[src/rtl/bkpt_params.svh]
// Constants for the breakpoint compare and instruction tag block.
// Assumes a single 100 MHz core clock and an Avalon-MM register slave.
// How it works
// - Full mode compares data bits 7:0 with low data byte unless masked.
// - One direction compare applies only to the second breakpoint in dual debug mode.
// - Breakpoint one direction value 0 matches writes, 1 matches reads.
// - Zero direction is don't-care in mode 01 and unless its compare enable is set.
// - Breakpoint zero direction value 0 matches writes, 1 matches reads.
// - High address byte compares address bits 15:8 and resets to zero.
// - Low address byte compares only while zero range control is one.
// - High data byte compares data high in full mode, address high in dual.
// - Low data byte compares data or address low, gated by range and mask.
// - Tag enable command turns strobe and serial pins into tag inputs.
// - Tool presents tags valid at E clock fall; device samples then.
// - Tag pins are independent and active low, tagging low or high byte.
// - Tagging works in all modes, stops in debug, blocks serial commands.
// - Tags travel through the queue; tagged head enters background debug.
// - Mode 00 off, 01 dual interrupt, 10 full debug, 11 dual debug.
// - Second compare enable zero keeps data registers out of compares.
`ifndef BKPT_PARAMS_SVH
`define BKPT_PARAMS_SVH
`define BKPT_OFS_CTRL0 8'h20
`define BKPT_OFS_CTRL1 8'h21
`define BKPT_OFS_ADDR_HI 8'h22
`define BKPT_OFS_ADDR_LO 8'h23
`define BKPT_OFS_DATA_HI 8'h24
`define BKPT_OFS_DATA_LO 8'h25
`define BKPT_OFS_IRQ_STAT 8'h26
`define BKPT_OFS_IRQ_CLR 8'h27
`define BKPT_OFS_IRQ_EN 8'h28
`define BKPT_OFS_TAG_CMD 8'h29
`define BKPT_RESET_BYTE 8'h00
`define BKPT_C0_MODE_HI 7
`define BKPT_C0_MODE_LO 6
`define BKPT_C0_ZERO_RANGE 0
`define BKPT_C0_ONE_RANGE 1
`define BKPT_C1_SECOND_EN 6
`define BKPT_C1_HIGH_MASK 5
`define BKPT_C1_LOW_MASK 4
`define BKPT_C1_ONE_DIR_EN 3
`define BKPT_C1_ONE_DIR_VAL 2
`define BKPT_C1_ZERO_DIR_EN 1
`define BKPT_C1_ZERO_DIR_VAL 0
`define BKPT_IRQ_ZERO 0
`define BKPT_IRQ_ONE 1
`define BKPT_IRQ_TAG 2
`define BKPT_CMD_TAG_GO 0
`define BKPT_CMD_TAG_STOP 1
`endif

[src/rtl/bkpt_pkg.sv]
// Types shared by the breakpoint compare and tag files.
// Assumes the params header is included by the design files.
package bkpt_pkg;
    typedef enum logic [1:0] {
        BKPT_MODE_OFF,
        BKPT_MODE_DUAL_IRQ,
        BKPT_MODE_FULL_DBG,
        BKPT_MODE_DUAL_DBG
    } bkpt_mode_type;

    typedef struct packed {
        logic valid;
        logic [15:0] addr;
        logic [15:0] data;
        logic read;
    } bkpt_cycle_type;

    typedef struct packed {
        logic [15:0] bytes;
        logic [1:0] tag;
    } bkpt_queue_type;
endpackage

[src/rtl/bkpt_sync.sv]
// Two flip-flop synchroniser for one pin level.
// Assumes the input is asynchronous to i_core_clk.
`timescale 1ns/1ps
module bkpt_sync #(
    parameter logic RESET_VALUE = 1'b1
) (
    // Clock and reset
    input wire logic i_core_clk,
    input wire logic i_reset_n,
    // Level
    input wire logic i_level,
    output logic o_level
);
    logic stage_reg;

    always_ff @(posedge i_core_clk or negedge i_reset_n) begin
        if (!i_reset_n) begin
            stage_reg <= RESET_VALUE;
            o_level <= RESET_VALUE;
        end else begin
            stage_reg <= i_level;
            o_level <= stage_reg;
        end
    end
endmodule

[src/rtl/bkpt_top.sv]
// Breakpoint comparator, tag sampling and tagged instruction queue.
// Assumes a registered CPU cycle strobe and a pin-level E clock.
`timescale 1ns/1ps
`include "bkpt_params.svh"
module bkpt_top #(
    parameter int QUEUE_DEPTH = 3
) (
    // Clock and reset
    input wire logic i_core_clk,
    input wire logic i_reset_n,
    // Avalon-MM slave
    input wire logic [7:0] i_address,
    input wire logic i_read,
    input wire logic i_write,
    input wire logic [7:0] i_writedata,
    output logic [7:0] o_readdata,
    output logic o_waitrequest,
    // CPU bus cycle
    input wire bkpt_pkg::bkpt_cycle_type i_cycle,
    // Program fetch into the queue and instruction issue
    input wire logic i_fetch_valid,
    input wire logic [15:0] i_fetch_bytes,
    input wire logic i_issue,
    output logic o_head_valid,
    output logic [15:0] o_head_bytes,
    // Background debug state and serial command
    input wire logic i_background_debug_mode,
    input wire logic i_serial_cmd_valid,
    output logic o_serial_cmd_accept,
    // Shared pins
    input wire logic i_bus_e_clock,
    input wire logic i_low_byte_strobe_pin,
    input wire logic i_debug_serial_pin,
    // Results
    output logic o_software_interrupt,
    output logic o_enter_background_debug,
    output logic o_tag_active,
    output logic o_irq
);
    import bkpt_pkg::*;

    // ------------------------------------------------------------
    // Registers
    // ------------------------------------------------------------
    logic [7:0] ctrl0_reg;
    logic [7:0] ctrl1_reg;
    logic [7:0] break_address_high_reg;
    logic [7:0] break_address_low_reg;
    logic [7:0] break_data_high_reg;
    logic [7:0] break_data_low_reg;
    logic [2:0] irq_stat_reg;
    logic [2:0] irq_en_reg;
    logic tag_active_reg;
    logic [2:0] irq_set;
    logic [2:0] irq_clr;
    logic rd_ack_reg;
    logic wr_ok;

    // Reads take one wait cycle so read data come from a flip-flop.
    assign o_waitrequest = i_read && !rd_ack_reg;
    assign wr_ok = i_write;
    assign irq_clr = (wr_ok && i_address == `BKPT_OFS_IRQ_CLR)
        ? i_writedata[2:0] : 3'h0;

    always_ff @(posedge i_core_clk or negedge i_reset_n) begin
        if (!i_reset_n) begin
            ctrl0_reg <= `BKPT_RESET_BYTE;
            ctrl1_reg <= `BKPT_RESET_BYTE;
            break_address_high_reg <= `BKPT_RESET_BYTE;
            break_address_low_reg <= `BKPT_RESET_BYTE;
            break_data_high_reg <= `BKPT_RESET_BYTE;
            break_data_low_reg <= `BKPT_RESET_BYTE;
            irq_en_reg <= 3'h0;
        end else if (wr_ok) begin
            if (i_address == `BKPT_OFS_CTRL0) begin
                ctrl0_reg <= i_writedata;
            end else if (i_address == `BKPT_OFS_CTRL1) begin
                ctrl1_reg <= {1'b0, i_writedata[6:0]};
            end else if (i_address == `BKPT_OFS_ADDR_HI) begin
                break_address_high_reg <= i_writedata;
            end else if (i_address == `BKPT_OFS_ADDR_LO) begin
                break_address_low_reg <= i_writedata;
            end else if (i_address == `BKPT_OFS_DATA_HI) begin
                break_data_high_reg <= i_writedata;
            end else if (i_address == `BKPT_OFS_DATA_LO) begin
                break_data_low_reg <= i_writedata;
            end else if (i_address == `BKPT_OFS_IRQ_EN) begin
                irq_en_reg <= i_writedata[2:0];
            end
        end
    end

    always_ff @(posedge i_core_clk or negedge i_reset_n) begin
        if (!i_reset_n) begin
            rd_ack_reg <= 1'b0;
            o_readdata <= 8'h00;
        end else begin
            rd_ack_reg <= i_read && !rd_ack_reg;
            if (i_read && !rd_ack_reg) begin
                if (i_address == `BKPT_OFS_CTRL0) begin
                    o_readdata <= ctrl0_reg;
                end else if (i_address == `BKPT_OFS_CTRL1) begin
                    o_readdata <= ctrl1_reg;
                end else if (i_address == `BKPT_OFS_ADDR_HI) begin
                    o_readdata <= break_address_high_reg;
                end else if (i_address == `BKPT_OFS_ADDR_LO) begin
                    o_readdata <= break_address_low_reg;
                end else if (i_address == `BKPT_OFS_DATA_HI) begin
                    o_readdata <= break_data_high_reg;
                end else if (i_address == `BKPT_OFS_DATA_LO) begin
                    o_readdata <= break_data_low_reg;
                end else if (i_address == `BKPT_OFS_IRQ_STAT) begin
                    o_readdata <= {5'h00, irq_stat_reg};
                end else if (i_address == `BKPT_OFS_IRQ_EN) begin
                    o_readdata <= {5'h00, irq_en_reg};
                end else if (i_address == `BKPT_OFS_TAG_CMD) begin
                    o_readdata <= {7'h00, tag_active_reg};
                end else begin
                    o_readdata <= 8'h00;
                end
            end
        end
    end

    // ------------------------------------------------------------
    // Breakpoint compare
    // ------------------------------------------------------------
    bkpt_mode_type mode;
    logic dual_mode;
    logic second_en;
    logic hi0_hit;
    logic lo0_hit;
    logic dir0_hit;
    logic dhi_hit;
    logic dlo_hit;
    logic dir1_hit;
    logic bp0_hit;
    logic bp1_hit;
    logic any_hit;
    logic bp0_reg;
    logic bp1_reg;

    assign mode = bkpt_mode_type'(
        ctrl0_reg[`BKPT_C0_MODE_HI:`BKPT_C0_MODE_LO]);
    assign dual_mode = (mode == BKPT_MODE_DUAL_IRQ)
        || (mode == BKPT_MODE_DUAL_DBG);
    assign second_en = ctrl1_reg[`BKPT_C1_SECOND_EN];
    assign hi0_hit = i_cycle.addr[15:8] == break_address_high_reg;
    assign lo0_hit = !ctrl0_reg[`BKPT_C0_ZERO_RANGE]
        || (i_cycle.addr[7:0] == break_address_low_reg);
    // Interrupt dual mode ignores direction, as its breaks are fetch only.
    assign dir0_hit = (mode == BKPT_MODE_DUAL_IRQ)
        || !ctrl1_reg[`BKPT_C1_ZERO_DIR_EN]
        || (i_cycle.read == ctrl1_reg[`BKPT_C1_ZERO_DIR_VAL]);
    assign dir1_hit = (mode == BKPT_MODE_DUAL_IRQ)
        || !ctrl1_reg[`BKPT_C1_ONE_DIR_EN]
        || (i_cycle.read == ctrl1_reg[`BKPT_C1_ONE_DIR_VAL]);
    always_comb begin
        if (dual_mode) begin
            dhi_hit = i_cycle.addr[15:8] == break_data_high_reg;
            dlo_hit = !ctrl0_reg[`BKPT_C0_ONE_RANGE]
                || (i_cycle.addr[7:0] == break_data_low_reg);
        end else begin
            dhi_hit = !second_en || ctrl1_reg[`BKPT_C1_HIGH_MASK]
                || (i_cycle.data[15:8] == break_data_high_reg);
            dlo_hit = !second_en || ctrl1_reg[`BKPT_C1_LOW_MASK]
                || (i_cycle.data[7:0] == break_data_low_reg);
        end
    end
    assign bp0_hit = (mode != BKPT_MODE_OFF) && hi0_hit && lo0_hit
        && dir0_hit && (dual_mode || (dhi_hit && dlo_hit));
    assign bp1_hit = dual_mode && second_en && dhi_hit && dlo_hit
        && dir1_hit;
    assign any_hit = i_cycle.valid && !i_background_debug_mode;

    always_ff @(posedge i_core_clk or negedge i_reset_n) begin
        if (!i_reset_n) begin
            bp0_reg <= 1'b0;
            bp1_reg <= 1'b0;
        end else begin
            bp0_reg <= any_hit && bp0_hit;
            bp1_reg <= any_hit && bp1_hit;
        end
    end

    // ------------------------------------------------------------
    // Tag pins and instruction queue
    // ------------------------------------------------------------
    logic eclock_s;
    logic tag_low_s;
    logic tag_high_s;
    logic eclock_d_reg;
    logic eclock_fall;
    logic [1:0] tag_latch_reg;
    logic tag_cmd_go;
    bkpt_queue_type queue_reg [QUEUE_DEPTH];
    logic [QUEUE_DEPTH-1:0] qvalid_reg;
    logic head_tagged;

    bkpt_sync #(.RESET_VALUE(1'b0)) u_sync_eclock (
        .i_core_clk(i_core_clk),
        .i_reset_n(i_reset_n),
        .i_level(i_bus_e_clock),
        .o_level(eclock_s)
    );
    bkpt_sync #(.RESET_VALUE(1'b1)) u_sync_tag_low (
        .i_core_clk(i_core_clk),
        .i_reset_n(i_reset_n),
        .i_level(i_low_byte_strobe_pin),
        .o_level(tag_low_s)
    );
    bkpt_sync #(.RESET_VALUE(1'b1)) u_sync_tag_high (
        .i_core_clk(i_core_clk),
        .i_reset_n(i_reset_n),
        .i_level(i_debug_serial_pin),
        .o_level(tag_high_s)
    );

    assign eclock_fall = eclock_d_reg && !eclock_s;
    assign tag_cmd_go = wr_ok && (i_address == `BKPT_OFS_TAG_CMD)
        && i_writedata[`BKPT_CMD_TAG_GO];
    // A serial command is refused while the tag pins are claimed.
    assign o_serial_cmd_accept = i_serial_cmd_valid
        && !tag_active_reg;

    always_ff @(posedge i_core_clk or negedge i_reset_n) begin
        if (!i_reset_n) begin
            tag_active_reg <= 1'b0;
        end else if (i_background_debug_mode) begin
            tag_active_reg <= 1'b0;
        end else if (tag_cmd_go) begin
            tag_active_reg <= 1'b1;
        end else if (wr_ok && i_address == `BKPT_OFS_TAG_CMD
                && i_writedata[`BKPT_CMD_TAG_STOP]) begin
            tag_active_reg <= 1'b0;
        end
    end

    always_ff @(posedge i_core_clk or negedge i_reset_n) begin
        if (!i_reset_n) begin
            eclock_d_reg <= 1'b0;
            tag_latch_reg <= 2'b00;
        end else begin
            eclock_d_reg <= eclock_s;
            if (eclock_fall) begin
                tag_latch_reg <= tag_active_reg
                    ? {~tag_high_s, ~tag_low_s} : 2'b00;
            end
        end
    end

    // Fetch appends at the tail; issue pops the head; a full queue drops.
    always_ff @(posedge i_core_clk or negedge i_reset_n) begin
        if (!i_reset_n) begin
            qvalid_reg <= '0;
            for (int i = 0; i < QUEUE_DEPTH; i++) begin
                queue_reg[i] <= '0;
            end
        end else begin
            for (int i = 0; i < QUEUE_DEPTH; i++) begin
                if (i_issue && qvalid_reg[0]) begin
                    if (i == QUEUE_DEPTH - 1) begin
                        qvalid_reg[i] <= 1'b0;
                    end else begin
                        qvalid_reg[i] <= qvalid_reg[i+1];
                        queue_reg[i] <= queue_reg[i+1];
                    end
                end
            end
            if (i_fetch_valid) begin
                for (int i = QUEUE_DEPTH - 1; i >= 0; i--) begin
                    if (!qvalid_reg[i] || (i_issue && qvalid_reg[0]
                            && i == QUEUE_DEPTH - 1)) begin
                    end
                end
            end
            if (i_fetch_valid) begin
                for (int i = 0; i < QUEUE_DEPTH; i++) begin
                    if (!qvalid_reg[i] && (i == 0 || qvalid_reg[i-1])) begin
                        if (i_issue && qvalid_reg[0] && i > 0) begin
                            queue_reg[i-1] <= {i_fetch_bytes, tag_latch_reg};
                            qvalid_reg[i-1] <= 1'b1;
                        end else if (!(i_issue && qvalid_reg[0])) begin
                            queue_reg[i] <=
                                {i_fetch_bytes, tag_latch_reg};
                            qvalid_reg[i] <= 1'b1;
                        end
                    end
                end
            end
        end
    end

    assign head_tagged = qvalid_reg[0] && (queue_reg[0].tag != 2'b00);
    assign o_head_valid = qvalid_reg[0] && !head_tagged;
    assign o_head_bytes = queue_reg[0].bytes;
    assign o_tag_active = tag_active_reg;

    // ------------------------------------------------------------
    // Outcomes and interrupt
    // ------------------------------------------------------------
    assign o_enter_background_debug = (head_tagged
        || ((bp0_reg || bp1_reg) && mode != BKPT_MODE_DUAL_IRQ))
        && !i_background_debug_mode;
    assign o_software_interrupt = (bp0_reg || bp1_reg)
        && mode == BKPT_MODE_DUAL_IRQ;
    assign irq_set = {head_tagged, bp1_reg, bp0_reg};

    // Set wins over a clear in the same cycle.
    always_ff @(posedge i_core_clk or negedge i_reset_n) begin
        if (!i_reset_n) begin
            irq_stat_reg <= 3'h0;
        end else begin
            irq_stat_reg <= (irq_stat_reg & ~irq_clr) | irq_set;
        end
    end
    assign o_irq = |(irq_stat_reg & irq_en_reg);

    // ------------------------------------------------------------
    // Checks
    // ------------------------------------------------------------
    a_break_needs_cycle: assert property (@(posedge i_core_clk)
        disable iff (!i_reset_n)
        (bp0_reg || bp1_reg) |-> $past(i_cycle.valid)
            && !$past(i_background_debug_mode))
        else $error("Breakpoint without a valid non-debug cycle.");
    a_off_no_break: assert property (@(posedge i_core_clk)
        disable iff (!i_reset_n)
        $past(mode) == BKPT_MODE_OFF |-> !bp0_reg && !bp1_reg)
        else $error("Breakpoint raised while off.");
    a_second_gated: assert property (@(posedge i_core_clk)
        disable iff (!i_reset_n)
        !$past(second_en) |-> !bp1_reg)
        else $error("Second breakpoint without its enable.");
    a_addr_high_cmp: assert property (@(posedge i_core_clk)
        disable iff (!i_reset_n)
        bp0_reg |-> $past(i_cycle.addr[15:8]) == $past(break_address_high_reg))
        else $error("High address byte mismatch on break.");
    a_dir0_write: assert property (@(posedge i_core_clk)
        disable iff (!i_reset_n)
        bp0_reg && $past(mode) == BKPT_MODE_FULL_DBG
            && $past(ctrl1_reg[1])
            |-> $past(i_cycle.read) == $past(ctrl1_reg[0]))
        else $error("Direction compare of breakpoint zero broken.");
    a_data_low_cmp: assert property (@(posedge i_core_clk)
        disable iff (!i_reset_n)
        bp0_reg && $past(mode) == BKPT_MODE_FULL_DBG && $past(second_en)
            && !$past(ctrl1_reg[4])
            |-> $past(i_cycle.data[7:0]) == $past(break_data_low_reg))
        else $error("Low data byte mismatch on break.");
    a_tag_cmd_block: assert property (@(posedge i_core_clk)
        disable iff (!i_reset_n)
        tag_active_reg |-> !o_serial_cmd_accept)
        else $error("Serial command taken while tagging.");
    a_tag_debug_off: assert property (@(posedge i_core_clk)
        disable iff (!i_reset_n)
        i_background_debug_mode |=> !tag_active_reg)
        else $error("Tagging survived background debug.");
    a_tag_head_stop: assert property (@(posedge i_core_clk)
        disable iff (!i_reset_n)
        head_tagged && !i_background_debug_mode
            |-> o_enter_background_debug && !o_head_valid)
        else $error("Tagged instruction not stopped.");
    a_tag_latch_idle: assert property (@(posedge i_core_clk)
        disable iff (!i_reset_n)
        eclock_fall && !tag_active_reg |=> tag_latch_reg == 2'b00)
        else $error("Tag latched while tagging off.");
    c_soft_int_break: cover property (@(posedge i_core_clk)
        o_software_interrupt);
    c_full_dbg_break: cover property (@(posedge i_core_clk)
        bp0_reg && mode == BKPT_MODE_FULL_DBG);
    c_tag_stop: cover property (@(posedge i_core_clk) head_tagged);
endmodule

[config.mk]
export PLATFORM = sky130hd
export DESIGN_NAME = bkpt_top
export DESIGN_NICKNAME = d
export VERILOG_FILES = /design/src/rtl/bkpt_pkg.sv /design/src/rtl/bkpt_sync.sv /design/src/rtl/bkpt_top.sv
export VERILOG_INCLUDE_DIRS = /design/src /design/src/rtl
export SDC_FILE = /design/constraint.sdc
export NUM_CORES = 1
export LEC_CHECK = 0
export BUFFER_PORTS_ARGS = -buffer_cell sky130_fd_sc_hd__buf_2
export CORE_MARGIN = 8
export CORE_UTILIZATION = 55
export DETAILED_ROUTE_END_ITERATION = 10
export PLACE_DENSITY = 0.78
export SLEW_MARGIN = 20
export SYNTH_ARGS = -nofsm -noshare
export SYNTH_HDL_FRONTEND = slang
export SYNTH_SLANG_ARGS = --single-unit
[constraint.sdc]
create_clock -name i_core_clk -period 2.3 [get_ports i_core_clk]
set_input_delay 0 -clock i_core_clk [delete_from_list [all_inputs] [get_ports i_core_clk]]
set_output_delay 0 -clock i_core_clk [all_outputs]
set_load 0.05 [all_outputs]
==> results of run 1 <==
-- worst paths after layout --
kind / startpoint / cells after the start / to
worst max register to register: break_data_low_reg[0] / 6 / bp1_reg
worst min register to register: u_sync_tag_high.stage_reg / 0 / u_sync_tag_high.o_level
worst min-delay path: i_issue / 3 / qvalid_reg[1]
max in group asynchronous: i_reset_n / 3 / break_data_high_reg[2]
worst max-delay path: break_data_low_reg[0] / 6 / bp1_reg
min in group asynchronous: i_reset_n / 2 / o_head_bytes[4]
-- power by group through the flow --
stage | combinational, mW | clock, mW | sequential [mW]
2_1_floorplan | 1.55 | 0 | 3.03
4_1_cts | 1.86 | 2.83 | 3.07
3_5_place_dp | 1.80 | 0 | 3.10
3_3_place_gp | 1.75 | 0 | 3.08
6_report | 1.84 | 2.78 | 3.07
5_1_grt | 2.01 | 2.93 | 3.13
-- routing by layer --
layer,track usage,up-vias,wire [um]
met1,0.270,2490,7110
met5,0,-,13
met3,0.0591,32,1040
met4,0.0870,2,335
met2,0.362,181,8500
li1,-,2307,-
-- critical path, delay by kind of cell (launching register included) --
family	cells	cell delay (ns)
xor+xnor	1	0.21
flops	1	0.44
simple gates	3	0.53
buf+inv	1	0.60
compound gates	1	0.34
-- cells by family (layout without fill, tap and decap cells) --
| group | Yosys count | in the layout | synth area share |
|---|---|---|---|
| mux | 109 | 109 | 0.182 |
| buf+inv | 55 | 198 | 0.0505 |
| other cells | 0 | 1 | 0 |
| flops | 131 | 131 | 0.491 |
| simple gates | 123 | 123 | 0.108 |
| xor+xnor | 50 | 50 | 0.0655 |
| compound gates | 109 | 109 | 0.103 |
-- Yosys cell counts, drive strengths merged, types with 2 or more instances --
cell / instances / area [um^2]
a32oi: 3 / 26.3
mux2: 70 / 826
o221a: 4 / 45.0
nand2: 51 / 191
nor4: 4 / 31.3
o21ai: 55 / 275
nand4: 15 / 124
nand3: 6 / 47.6
and3: 4 / 25.0
mux2i: 39 / 390
nor2: 12 / 77.6
dfstp: 4 / 105
a31oi: 5 / 31.3
nor2b: 10 / 62.6
o31ai: 2 / 15.0
a22oi: 4 / 30.0
a211oi: 2 / 15.0
and2: 2 / 15.0
nand3b: 2 / 15.0
a22o: 4 / 35.0
a21o: 4 / 30.0
xor2: 12 / 105
xnor2: 38 / 333
inv: 11 / 41.3
buf: 39 / 277
nor3: 6 / 41.3
a21oi: 9 / 45.0
a221oi: 5 / 43.8
nand2b: 6 / 37.5
clkbuf: 5 / 20.0
dfrtp: 127 / 3180
o211ai: 5 / 37.5
-- metrics by stage --
step	instance area, um^2	setup WS (ns)	std cells	util
after floorplan	6690	0.572	577	-
after global placement	7220	0.593	800	0.604
after detailed placement	7220	0.547	800	0.604
after CTS	8190	0.165	867	0.685
after global routing	8190	0.0597	868	0.685
final	8190	0.124	868	0.685
-- area by class of cell --
| class | instances | share of cell area |
|---|---|---|
| sequential | 131 | 0.401 |
| multi-input combinational | 391 | 0.374 |
| timing repair buffer | 155 | 0.122 |
| clock buffer | 18 | 0.0536 |
| tap | 147 | 0.0224 |
| clock inverter | 14 | 0.0215 |
| inverter | 11 | 0.00504 |
| antenna | 1 | 0.000305 |
-- repair_timing --
action,CTS,global route
setup endpoints to repair,0,0
gates resized for setup,0,0
hold buffers,35,0
hold endpoints to repair,145,0
==> impl_metrics.prom, run 1 <==
# TYPE chip_impl_metric gauge
chip_impl_metric{name="grt_overflow_total",unit=""} 0
chip_impl_metric{name="yosysSeqAreaShare",unit=""} 0.491
chip_impl_metric{name="fraction_of_synthesis_flops_using_an_asynchronous_set_or_reset_pin",unit=""} 1.00
chip_impl_info{name="worst_hold_path_type",value="input pin to flop"} 1
chip_impl_metric{name="power_per_cell_area",unit="nW/um^2"} 940
chip_impl_metric{name="fin_crit",unit="ns"} 2.18
chip_impl_metric{name="cts_htree_levels",unit=""} 4
chip_impl_metric{name="p_switching",unit="mW"} 2.47
chip_impl_metric{name="number_of_antenna_violations_at_the_first_check_in_global_routing",unit=""} 2
chip_impl_metric{name="multiInputGateArea",unit="um^2"} 3070
chip_impl_metric{name="comb_power_share",unit=""} 0.239
chip_impl_metric{name="die_x",unit="um"} 126
chip_impl_metric{name="gpl.final_weighted_congestion",unit=""} 0.941
chip_impl_metric{name="clock_tree.buffer_depth",unit=""} 2
chip_impl_metric{name="fp.dieH",unit="um"} 126
chip_impl_info{name="start_to_end_type_of_the_worst_setup_path",value="flop to flop"} 1
chip_impl_metric{name="synth.cell_area",unit="um^2"} 6690
chip_impl_info{name="final_cell_mix",value="sky130_fd_sc_hd__dfrtp_1 (127), sky130_fd_sc_hd__buf_2 (106), sky130_fd_sc_hd__mux2_2 (60)"} 1
chip_impl_metric{name="p_leak",unit="nW"} 3.86
chip_impl_metric{name="path_clk_slew",unit="ns"} 0.06
chip_impl_metric{name="grt_first_pass_wirelength",unit="um"} 27500
chip_impl_info{name="cts_tree",value="done"} 1
chip_impl_info{name="clock_root_buffer",value="sky130_fd_sc_hd__clkbuf_16"} 1
chip_impl_metric{name="share_clk_of_total_power",unit=""} 0.362
chip_impl_metric{name="floorplan.initialDensity",unit=""} 0.559
chip_impl_metric{name="vias_in_the_first_global_route",unit=""} 5275
chip_impl_metric{name="num_vias",unit=""} 5012
chip_impl_metric{name="io_buffer_count",unit=""} 107
chip_impl_metric{name="largest_register_ffs",unit=""} 38
chip_impl_info{name="path_cells",value="xnor2_1 -> nand4_1 -> o21ai_0 -> nand3_1 -> nor4_1 -> dlygate4sd3_1"} 1
chip_impl_metric{name="cts.repair_timing.setup_buffer_count",unit=""} 0
chip_impl_metric{name="area.sequential",unit="um^2"} 3280
chip_impl_metric{name="peakVddDrop",unit="V"} 0.000429
chip_impl_metric{name="number_of_instances_in_the_synthesized_netlist",unit=""} 577
chip_impl_metric{name="area_added_between_synthesis_and_finish",unit="%"} 22.5
chip_impl_metric{name="report.final.hold_viol_count",unit=""} 0
chip_impl_metric{name="max-cap-violations",unit=""} 0
chip_impl_metric{name="number_of_filler_instances_in_the_final_layout",unit=""} 878
chip_impl_metric{name="synth_enable_flop_cells",unit=""} 0
chip_impl_metric{name="max_clock_freq",unit="MHz"} 460
chip_impl_metric{name="row_count",unit=""} 40
chip_impl_metric{name="final_layout_size_suffix_gt1_frac",unit=""} 0.338
chip_impl_metric{name="power.internal",unit="mW"} 5.23
chip_impl_info{name="critical-path-slowest-cell",value="sky130_fd_sc_hd__dlygate4sd3_1"} 1
chip_impl_metric{name="timing.final.setup_violations",unit=""} 0
chip_impl_metric{name="clk_latency",unit="ns"} 0.42
chip_impl_metric{name="r2r_slack",unit="ns"} 0.12
chip_impl_info{name="grt_setup_unrepaired",value="no"} 1
chip_impl_metric{name="drt_first_pass_iters",unit=""} 4
chip_impl_metric{name="crit_path_max_incr_delay",unit="ns"} 0.60
chip_impl_metric{name="post-dp-hpwl",unit="um"} 12100
chip_impl_info{name="critPathLaunchType",value="flop"} 1
chip_impl_metric{name="worstPathMaxFanout",unit=""} 4
chip_impl_info{name="layout.cells.most_common",value="sky130_fd_sc_hd__dfrtp_1"} 1
chip_impl_metric{name="core",unit="um^2"} 12000
chip_impl_metric{name="globalRouteTotalUtil",unit=""} 0.220
chip_impl_metric{name="worst_slew_margin_rel",unit=""} 0.496
chip_impl_metric{name="area_enclosed_by_the_die_boundary",unit="um^2"} 15900
chip_impl_metric{name="hold-worst-slack",unit="ns"} 0.0353
chip_impl_metric{name="avgSynthCellArea",unit="um^2"} 11.6
chip_impl_metric{name="worst_ep_arrival_time",unit="ns"} 2.53
chip_impl_metric{name="io_pins",unit=""} 108
chip_impl_info{name="run_status",value="finished, final reports clean"} 1
chip_impl_metric{name="post_route_setup_tns",unit="ns"} 0
chip_impl_metric{name="drcViolationCount",unit=""} 0
chip_impl_metric{name="drt-wirelength-per-cell",unit="um"} 19.6
chip_impl_metric{name="drt_wl_total",unit="um"} 17000
chip_impl_metric{name="share_of_total_power_consumed_by_net_switching",unit=""} 0.321
chip_impl_metric{name="pwr-share-seq",unit=""} 0.399
chip_impl_metric{name="power",unit="mW"} 7.70
chip_impl_metric{name="clock-skew-final",unit="ns"} 0.00844
chip_impl_info{name="critical_path_endpoint_category",value="flop"} 1
chip_impl_metric{name="via_per_inst",unit=""} 5.77
chip_impl_metric{name="worst_ep_required_time",unit="ns"} 2.65
chip_impl_metric{name="yosysUniqueCellTypes",unit=""} 58
chip_impl_metric{name="cts-buffers-inserted",unit=""} 17
chip_impl_metric{name="clkSinkCount",unit=""} 131
chip_impl_metric{name="timing_max_transition_violations_final",unit=""} 0
chip_impl_metric{name="synth.net_count",unit=""} 654
chip_impl_info{name="synthFlopType",value="sky130_fd_sc_hd__dfrtp_1"} 1
chip_impl_metric{name="grt_max_degree",unit=""} 48
chip_impl_metric{name="synth-seq-cells",unit=""} 131
chip_impl_metric{name="final_nets",unit=""} 784
chip_impl_metric{name="synth_warnings",unit=""} 0
chip_impl_metric{name="final.period_utilization",unit=""} 0.946
chip_impl_metric{name="tightestPinTransition",unit="ns"} 0.754
chip_impl_metric{name="detailed_route_iter0_violations",unit=""} 335
chip_impl_metric{name="route.antenna.remaining_nets",unit=""} 0
No activity file was read; power rests on OpenSTA's default activity.
==> run 2, diff against run 1 <==
--- a/config.mk
+++ b/config.mk
@@ -6,11 +6,13 @@
 export SDC_FILE = /design/constraint.sdc
 export NUM_CORES = 1
 export LEC_CHECK = 0
+export ABC_AREA = 1
 export BUFFER_PORTS_ARGS = -buffer_cell sky130_fd_sc_hd__buf_2
-export CORE_MARGIN = 8
-export CORE_UTILIZATION = 55
+export CELL_PAD_IN_SITES_DETAIL_PLACEMENT = 2
+export CELL_PAD_IN_SITES_GLOBAL_PLACEMENT = 2
+export CORE_UTILIZATION = 34
 export DETAILED_ROUTE_END_ITERATION = 10
-export PLACE_DENSITY = 0.78
+export PLACE_DENSITY_LB_ADDON = 0.1
 export SLEW_MARGIN = 20
 export SYNTH_ARGS = -nofsm -noshare
 export SYNTH_HDL_FRONTEND = slang
==> run 2 against run 1 <==
Net effect: clock power up 2%; flip-flop and latch count unchanged; fmax is 13% higher; register-to-register slack better by 0.26 ns; global-route usage up 0.82 points; via count is 20% higher; clock-buffer cell count grew 3; synthesized area rose by 1.5%; combinational power shrank 12%; largest power group unchanged.
==> impl_metrics.prom, run 2 <==
# TYPE chip_impl_metric gauge
chip_impl_info{name="run_status",value="finished, final reports clean"} 1
chip_impl_metric{name="fin_crit",unit="ns"} 1.92
chip_impl_metric{name="fp.dieH",unit="um"} 143
chip_impl_info{name="synthFlopType",value="sky130_fd_sc_hd__dfrtp_1"} 1
chip_impl_metric{name="finalWorstSetupSlack",unit="ns"} 0.382
chip_impl_info{name="worst_hold_path_type",value="input pin to flop"} 1
chip_impl_metric{name="post_route_setup_tns",unit="ns"} 0
chip_impl_metric{name="timing.final.setup_violations",unit=""} 0
chip_impl_metric{name="final.period_utilization",unit=""} 0.834
chip_impl_metric{name="final_layout_size_suffix_gt1_frac",unit=""} 0.212
chip_impl_metric{name="io_buffer_count",unit=""} 107
chip_impl_metric{name="synth_warnings",unit=""} 0
chip_impl_metric{name="io_pins",unit=""} 108
chip_impl_metric{name="detailed_route_iter0_violations",unit=""} 135
chip_impl_metric{name="power",unit="mW"} 7.39
chip_impl_metric{name="area_enclosed_by_the_die_boundary",unit="um^2"} 20500
chip_impl_metric{name="row_count",unit=""} 51
chip_impl_info{name="final_cell_mix",value="sky130_fd_sc_hd__nand2_1 (213), sky130_fd_sc_hd__dfrtp_1 (127), sky130_fd_sc_hd__buf_2 (106)"} 1
chip_impl_metric{name="yosysUniqueCellTypes",unit=""} 39
chip_impl_metric{name="clkSinkCount",unit=""} 131
chip_impl_metric{name="post-dp-hpwl",unit="um"} 16200
chip_impl_info{name="start_to_end_type_of_the_worst_setup_path",value="flop to flop"} 1
chip_impl_metric{name="vias_in_the_first_global_route",unit=""} 6742
chip_impl_metric{name="num_vias",unit=""} 6024
chip_impl_metric{name="worst_ep_arrival_time",unit="ns"} 2.22
chip_impl_metric{name="fraction_of_synthesized_cell_area_taken_by_the_top_area_cell_type",unit=""} 0.468
chip_impl_metric{name="number_of_antenna_violations_at_the_first_check_in_global_routing",unit=""} 0
chip_impl_info{name="synth_top_cells_by_area",value="sky130_fd_sc_hd__dfrtp_1 (47%), sky130_fd_sc_hd__nand2_1 (12%), sky130_fd_sc_hd__inv_1 (4.9%)"} 1
chip_impl_metric{name="largest_register_ffs",unit=""} 38
chip_impl_metric{name="worst_ep_required_time",unit="ns"} 2.60
chip_impl_info{name="layout.cells.most_common",value="sky130_fd_sc_hd__nand2_1"} 1
chip_impl_info{name="netlist.top_cell.by_area",value="sky130_fd_sc_hd__dfrtp_1"} 1
chip_impl_metric{name="drt_first_pass_iters",unit=""} 4
chip_impl_metric{name="synth-seq-cells",unit=""} 131
chip_impl_metric{name="post_cts_resized",unit=""} 0
chip_impl_metric{name="antenna_cells",unit=""} 0
chip_impl_metric{name="grt_first_pass_wirelength",unit="um"} 35300
chip_impl_metric{name="synth_enable_flop_cells",unit=""} 0
chip_impl_metric{name="max_clock_freq",unit="MHz"} 521
chip_impl_metric{name="drcViolationCount",unit=""} 0
chip_impl_info{name="critical_path_endpoint_category",value="flop"} 1
chip_impl_metric{name="clk_latency",unit="ns"} 0.42
chip_impl_metric{name="avgSynthCellArea",unit="um^2"} 8.27
chip_impl_metric{name="power_per_cell_area",unit="nW/um^2"} 885
chip_impl_metric{name="timing_max_transition_violations_final",unit=""} 0
chip_impl_metric{name="final_nets",unit=""} 1017
chip_impl_metric{name="max-cap-violations",unit=""} 0
chip_impl_metric{name="via_per_inst",unit=""} 4.95
chip_impl_metric{name="core",unit="um^2"} 19500
chip_impl_metric{name="worstPathMaxFanout",unit=""} 34
chip_impl_metric{name="path_clk_slew",unit="ns"} 0.06
chip_impl_metric{name="clock-skew-final",unit="ns"} 0.00965
chip_impl_metric{name="worst_slew_margin_rel",unit=""} 0.513
chip_impl_metric{name="hold-worst-slack",unit="ns"} 0.0436
chip_impl_metric{name="setup_slack_placement",unit="ns"} 0.375
chip_impl_info{name="cts_tree",value="done"} 1
chip_impl_metric{name="die_x",unit="um"} 143
chip_impl_metric{name="grt_overflow_total",unit=""} 0
chip_impl_metric{name="route.antenna.remaining_nets",unit=""} 0
chip_impl_metric{name="fraction_of_synthesis_flops_using_an_asynchronous_set_or_reset_pin",unit=""} 1.00
chip_impl_metric{name="cts_htree_levels",unit=""} 4
chip_impl_metric{name="gpl.final_weighted_congestion",unit=""} 0.804
chip_impl_metric{name="area_added_between_synthesis_and_finish",unit="%"} 23.0
chip_impl_metric{name="floorplan.initialDensity",unit=""} 0.348
chip_impl_metric{name="globalRouteTotalUtil",unit=""} 0.228
chip_impl_metric{name="synth.net_count",unit=""} 898
chip_impl_metric{name="number_of_instances_in_the_synthesized_netlist",unit=""} 821
chip_impl_metric{name="p_leak",unit="nW"} 4.03
chip_impl_metric{name="cts-buffers-inserted",unit=""} 17
chip_impl_metric{name="r2r_slack",unit="ns"} 0.38
chip_impl_metric{name="drt-wirelength-per-cell",unit="um"} 18.1
chip_impl_metric{name="tightestPinTransition",unit="ns"} 0.731
chip_impl_info{name="synth.most_common_cell",value="sky130_fd_sc_hd__nand2_1"} 1
chip_impl_metric{name="peakVddDrop",unit="V"} 0.000568
chip_impl_metric{name="holdBufCountCts",unit=""} 30
chip_impl_info{name="grt_setup_unrepaired",value="no"} 1
chip_impl_metric{name="yosysSeqAreaShare",unit=""} 0.484
chip_impl_info{name="synth.top_cells.by_count",value="sky130_fd_sc_hd__nand2_1 (213), sky130_fd_sc_hd__dfrtp_1 (127), sky130_fd_sc_hd__inv_1 (89)"} 1
chip_impl_metric{name="clock_tree.buffer_depth",unit=""} 2
chip_impl_info{name="critPathLaunchType",value="flop"} 1
chip_impl_metric{name="synth.cell_area",unit="um^2"} 6790
chip_impl_metric{name="report.final.hold_viol_count",unit=""} 0
chip_impl_metric{name="drt_wl_total",unit="um"} 22000
chip_impl_info{name="clock_root_buffer",value="sky130_fd_sc_hd__clkbuf_16"} 1
chip_impl_metric{name="grt_max_degree",unit=""} 51
chip_impl_metric{name="cts.repair_timing.setup_buffer_count",unit=""} 0
-- run 2: cell types whose count changed after synthesis, moves of 9 or more --
cell	change
sky130_fd_sc_hd__nor2b_1	-10
sky130_fd_sc_hd__o21ai_0	+13
sky130_fd_sc_hd__mux2_2	-52
sky130_fd_sc_hd__xnor2_1	-19
sky130_fd_sc_hd__mux2i_1	-39
sky130_fd_sc_hd__a21oi_1	+14
sky130_fd_sc_hd__inv_1	+80
sky130_fd_sc_hd__o21ai_1	+23
sky130_fd_sc_hd__nand2_1	+162
sky130_fd_sc_hd__or2_2	+9
sky130_fd_sc_hd__o21ai_2	+9
sky130_fd_sc_hd__nor2_1	+32
sky130_fd_sc_hd__nand3_1	+45
sky130_fd_sc_hd__mux2_4	-10
-- run 2: worst paths after layout --
path	depth (start not counted)	end	from
worst min-delay path	6	bp0_reg	i_cycle[32]
worst min register to register	0	u_sync_tag_low.o_level	u_sync_tag_low.stage_reg
worst max register to register	7	queue_reg[22]	qvalid_reg[1]
min in group asynchronous	2	o_head_bytes[11]	i_reset_n
max in group asynchronous	3	async pin	i_reset_n
worst max-delay path	7	queue_reg[22]	qvalid_reg[1]
-- run 2: cell type report --
type                       instances  area, um^2
sequential                       131        3280
inverter                          93         349
multi-input combinational        552        2850
clock inverter                    11         151
fill                            2235       11200
clock buffer                      21         460
timing repair buffer             145         923
tap                              265         332
-- run 2: stage by stage --
step / std cells / utilization / area, um^2
6_report: 1218 / 0.428 / 8350
5_1_grt: 1218 / 0.428 / 8350
4_1_cts: 1218 / 0.428 / 8350
3_5_place_dp: 1156 / 0.381 / 7440
3_3_place_gp: 1156 / 0.381 / 7440
2_1_floorplan: 821 / - / 6790
-- run 2: cells by family (layout without fill, tap and decap cells) --
family | Yosys count | in the layout | share of synthesized area
and+or+nand+nor | 356 | 356 | 0.234
AOI/OAI and AO/OA | 158 | 158 | 0.134
buffers and inverters | 138 | 270 | 0.0962
DFF | 131 | 131 | 0.484
xor gates and xnor gates | 30 | 30 | 0.0387
muxes | 8 | 8 | 0.0133
-- run 2: worst max-delay path, stage by stage, from the launching register on --
cell	delay, ns
sky130_fd_sc_hd__dfrtp_1	0.41
sky130_fd_sc_hd__inv_1	0.12
sky130_fd_sc_hd__nor2_2	0.15
sky130_fd_sc_hd__nand2_1	0.10
sky130_fd_sc_hd__o31ai_1	0.12
sky130_fd_sc_hd__nand2_2	0.51
sky130_fd_sc_hd__o21ai_1	0.32
sky130_fd_sc_hd__inv_1	0.07
-- run 2: where the power goes --
part	leakage, nW	total [mW]	switching (mW)	internal, mW
sequential	1.67	2.94	0.247	2.70
clock	0.298	2.84	1.07	1.77
combinational	2.06	1.61	1.08	0.534
-- run 2: routing by layer --
layer | up-vias | part of all wire | global-route usage | routed length (um)
li1 | 2894 | - | - | -
met1 | 3006 | 0.40 | 0.248 | 8850
met2 | 96 | 0.55 | 0.443 | 12100
met3 | 28 | 0.024 | 0.0340 | 537
met4 | 0 | 0.023 | 0.0862 | 506
met5 | - | 0 | 0 | 0
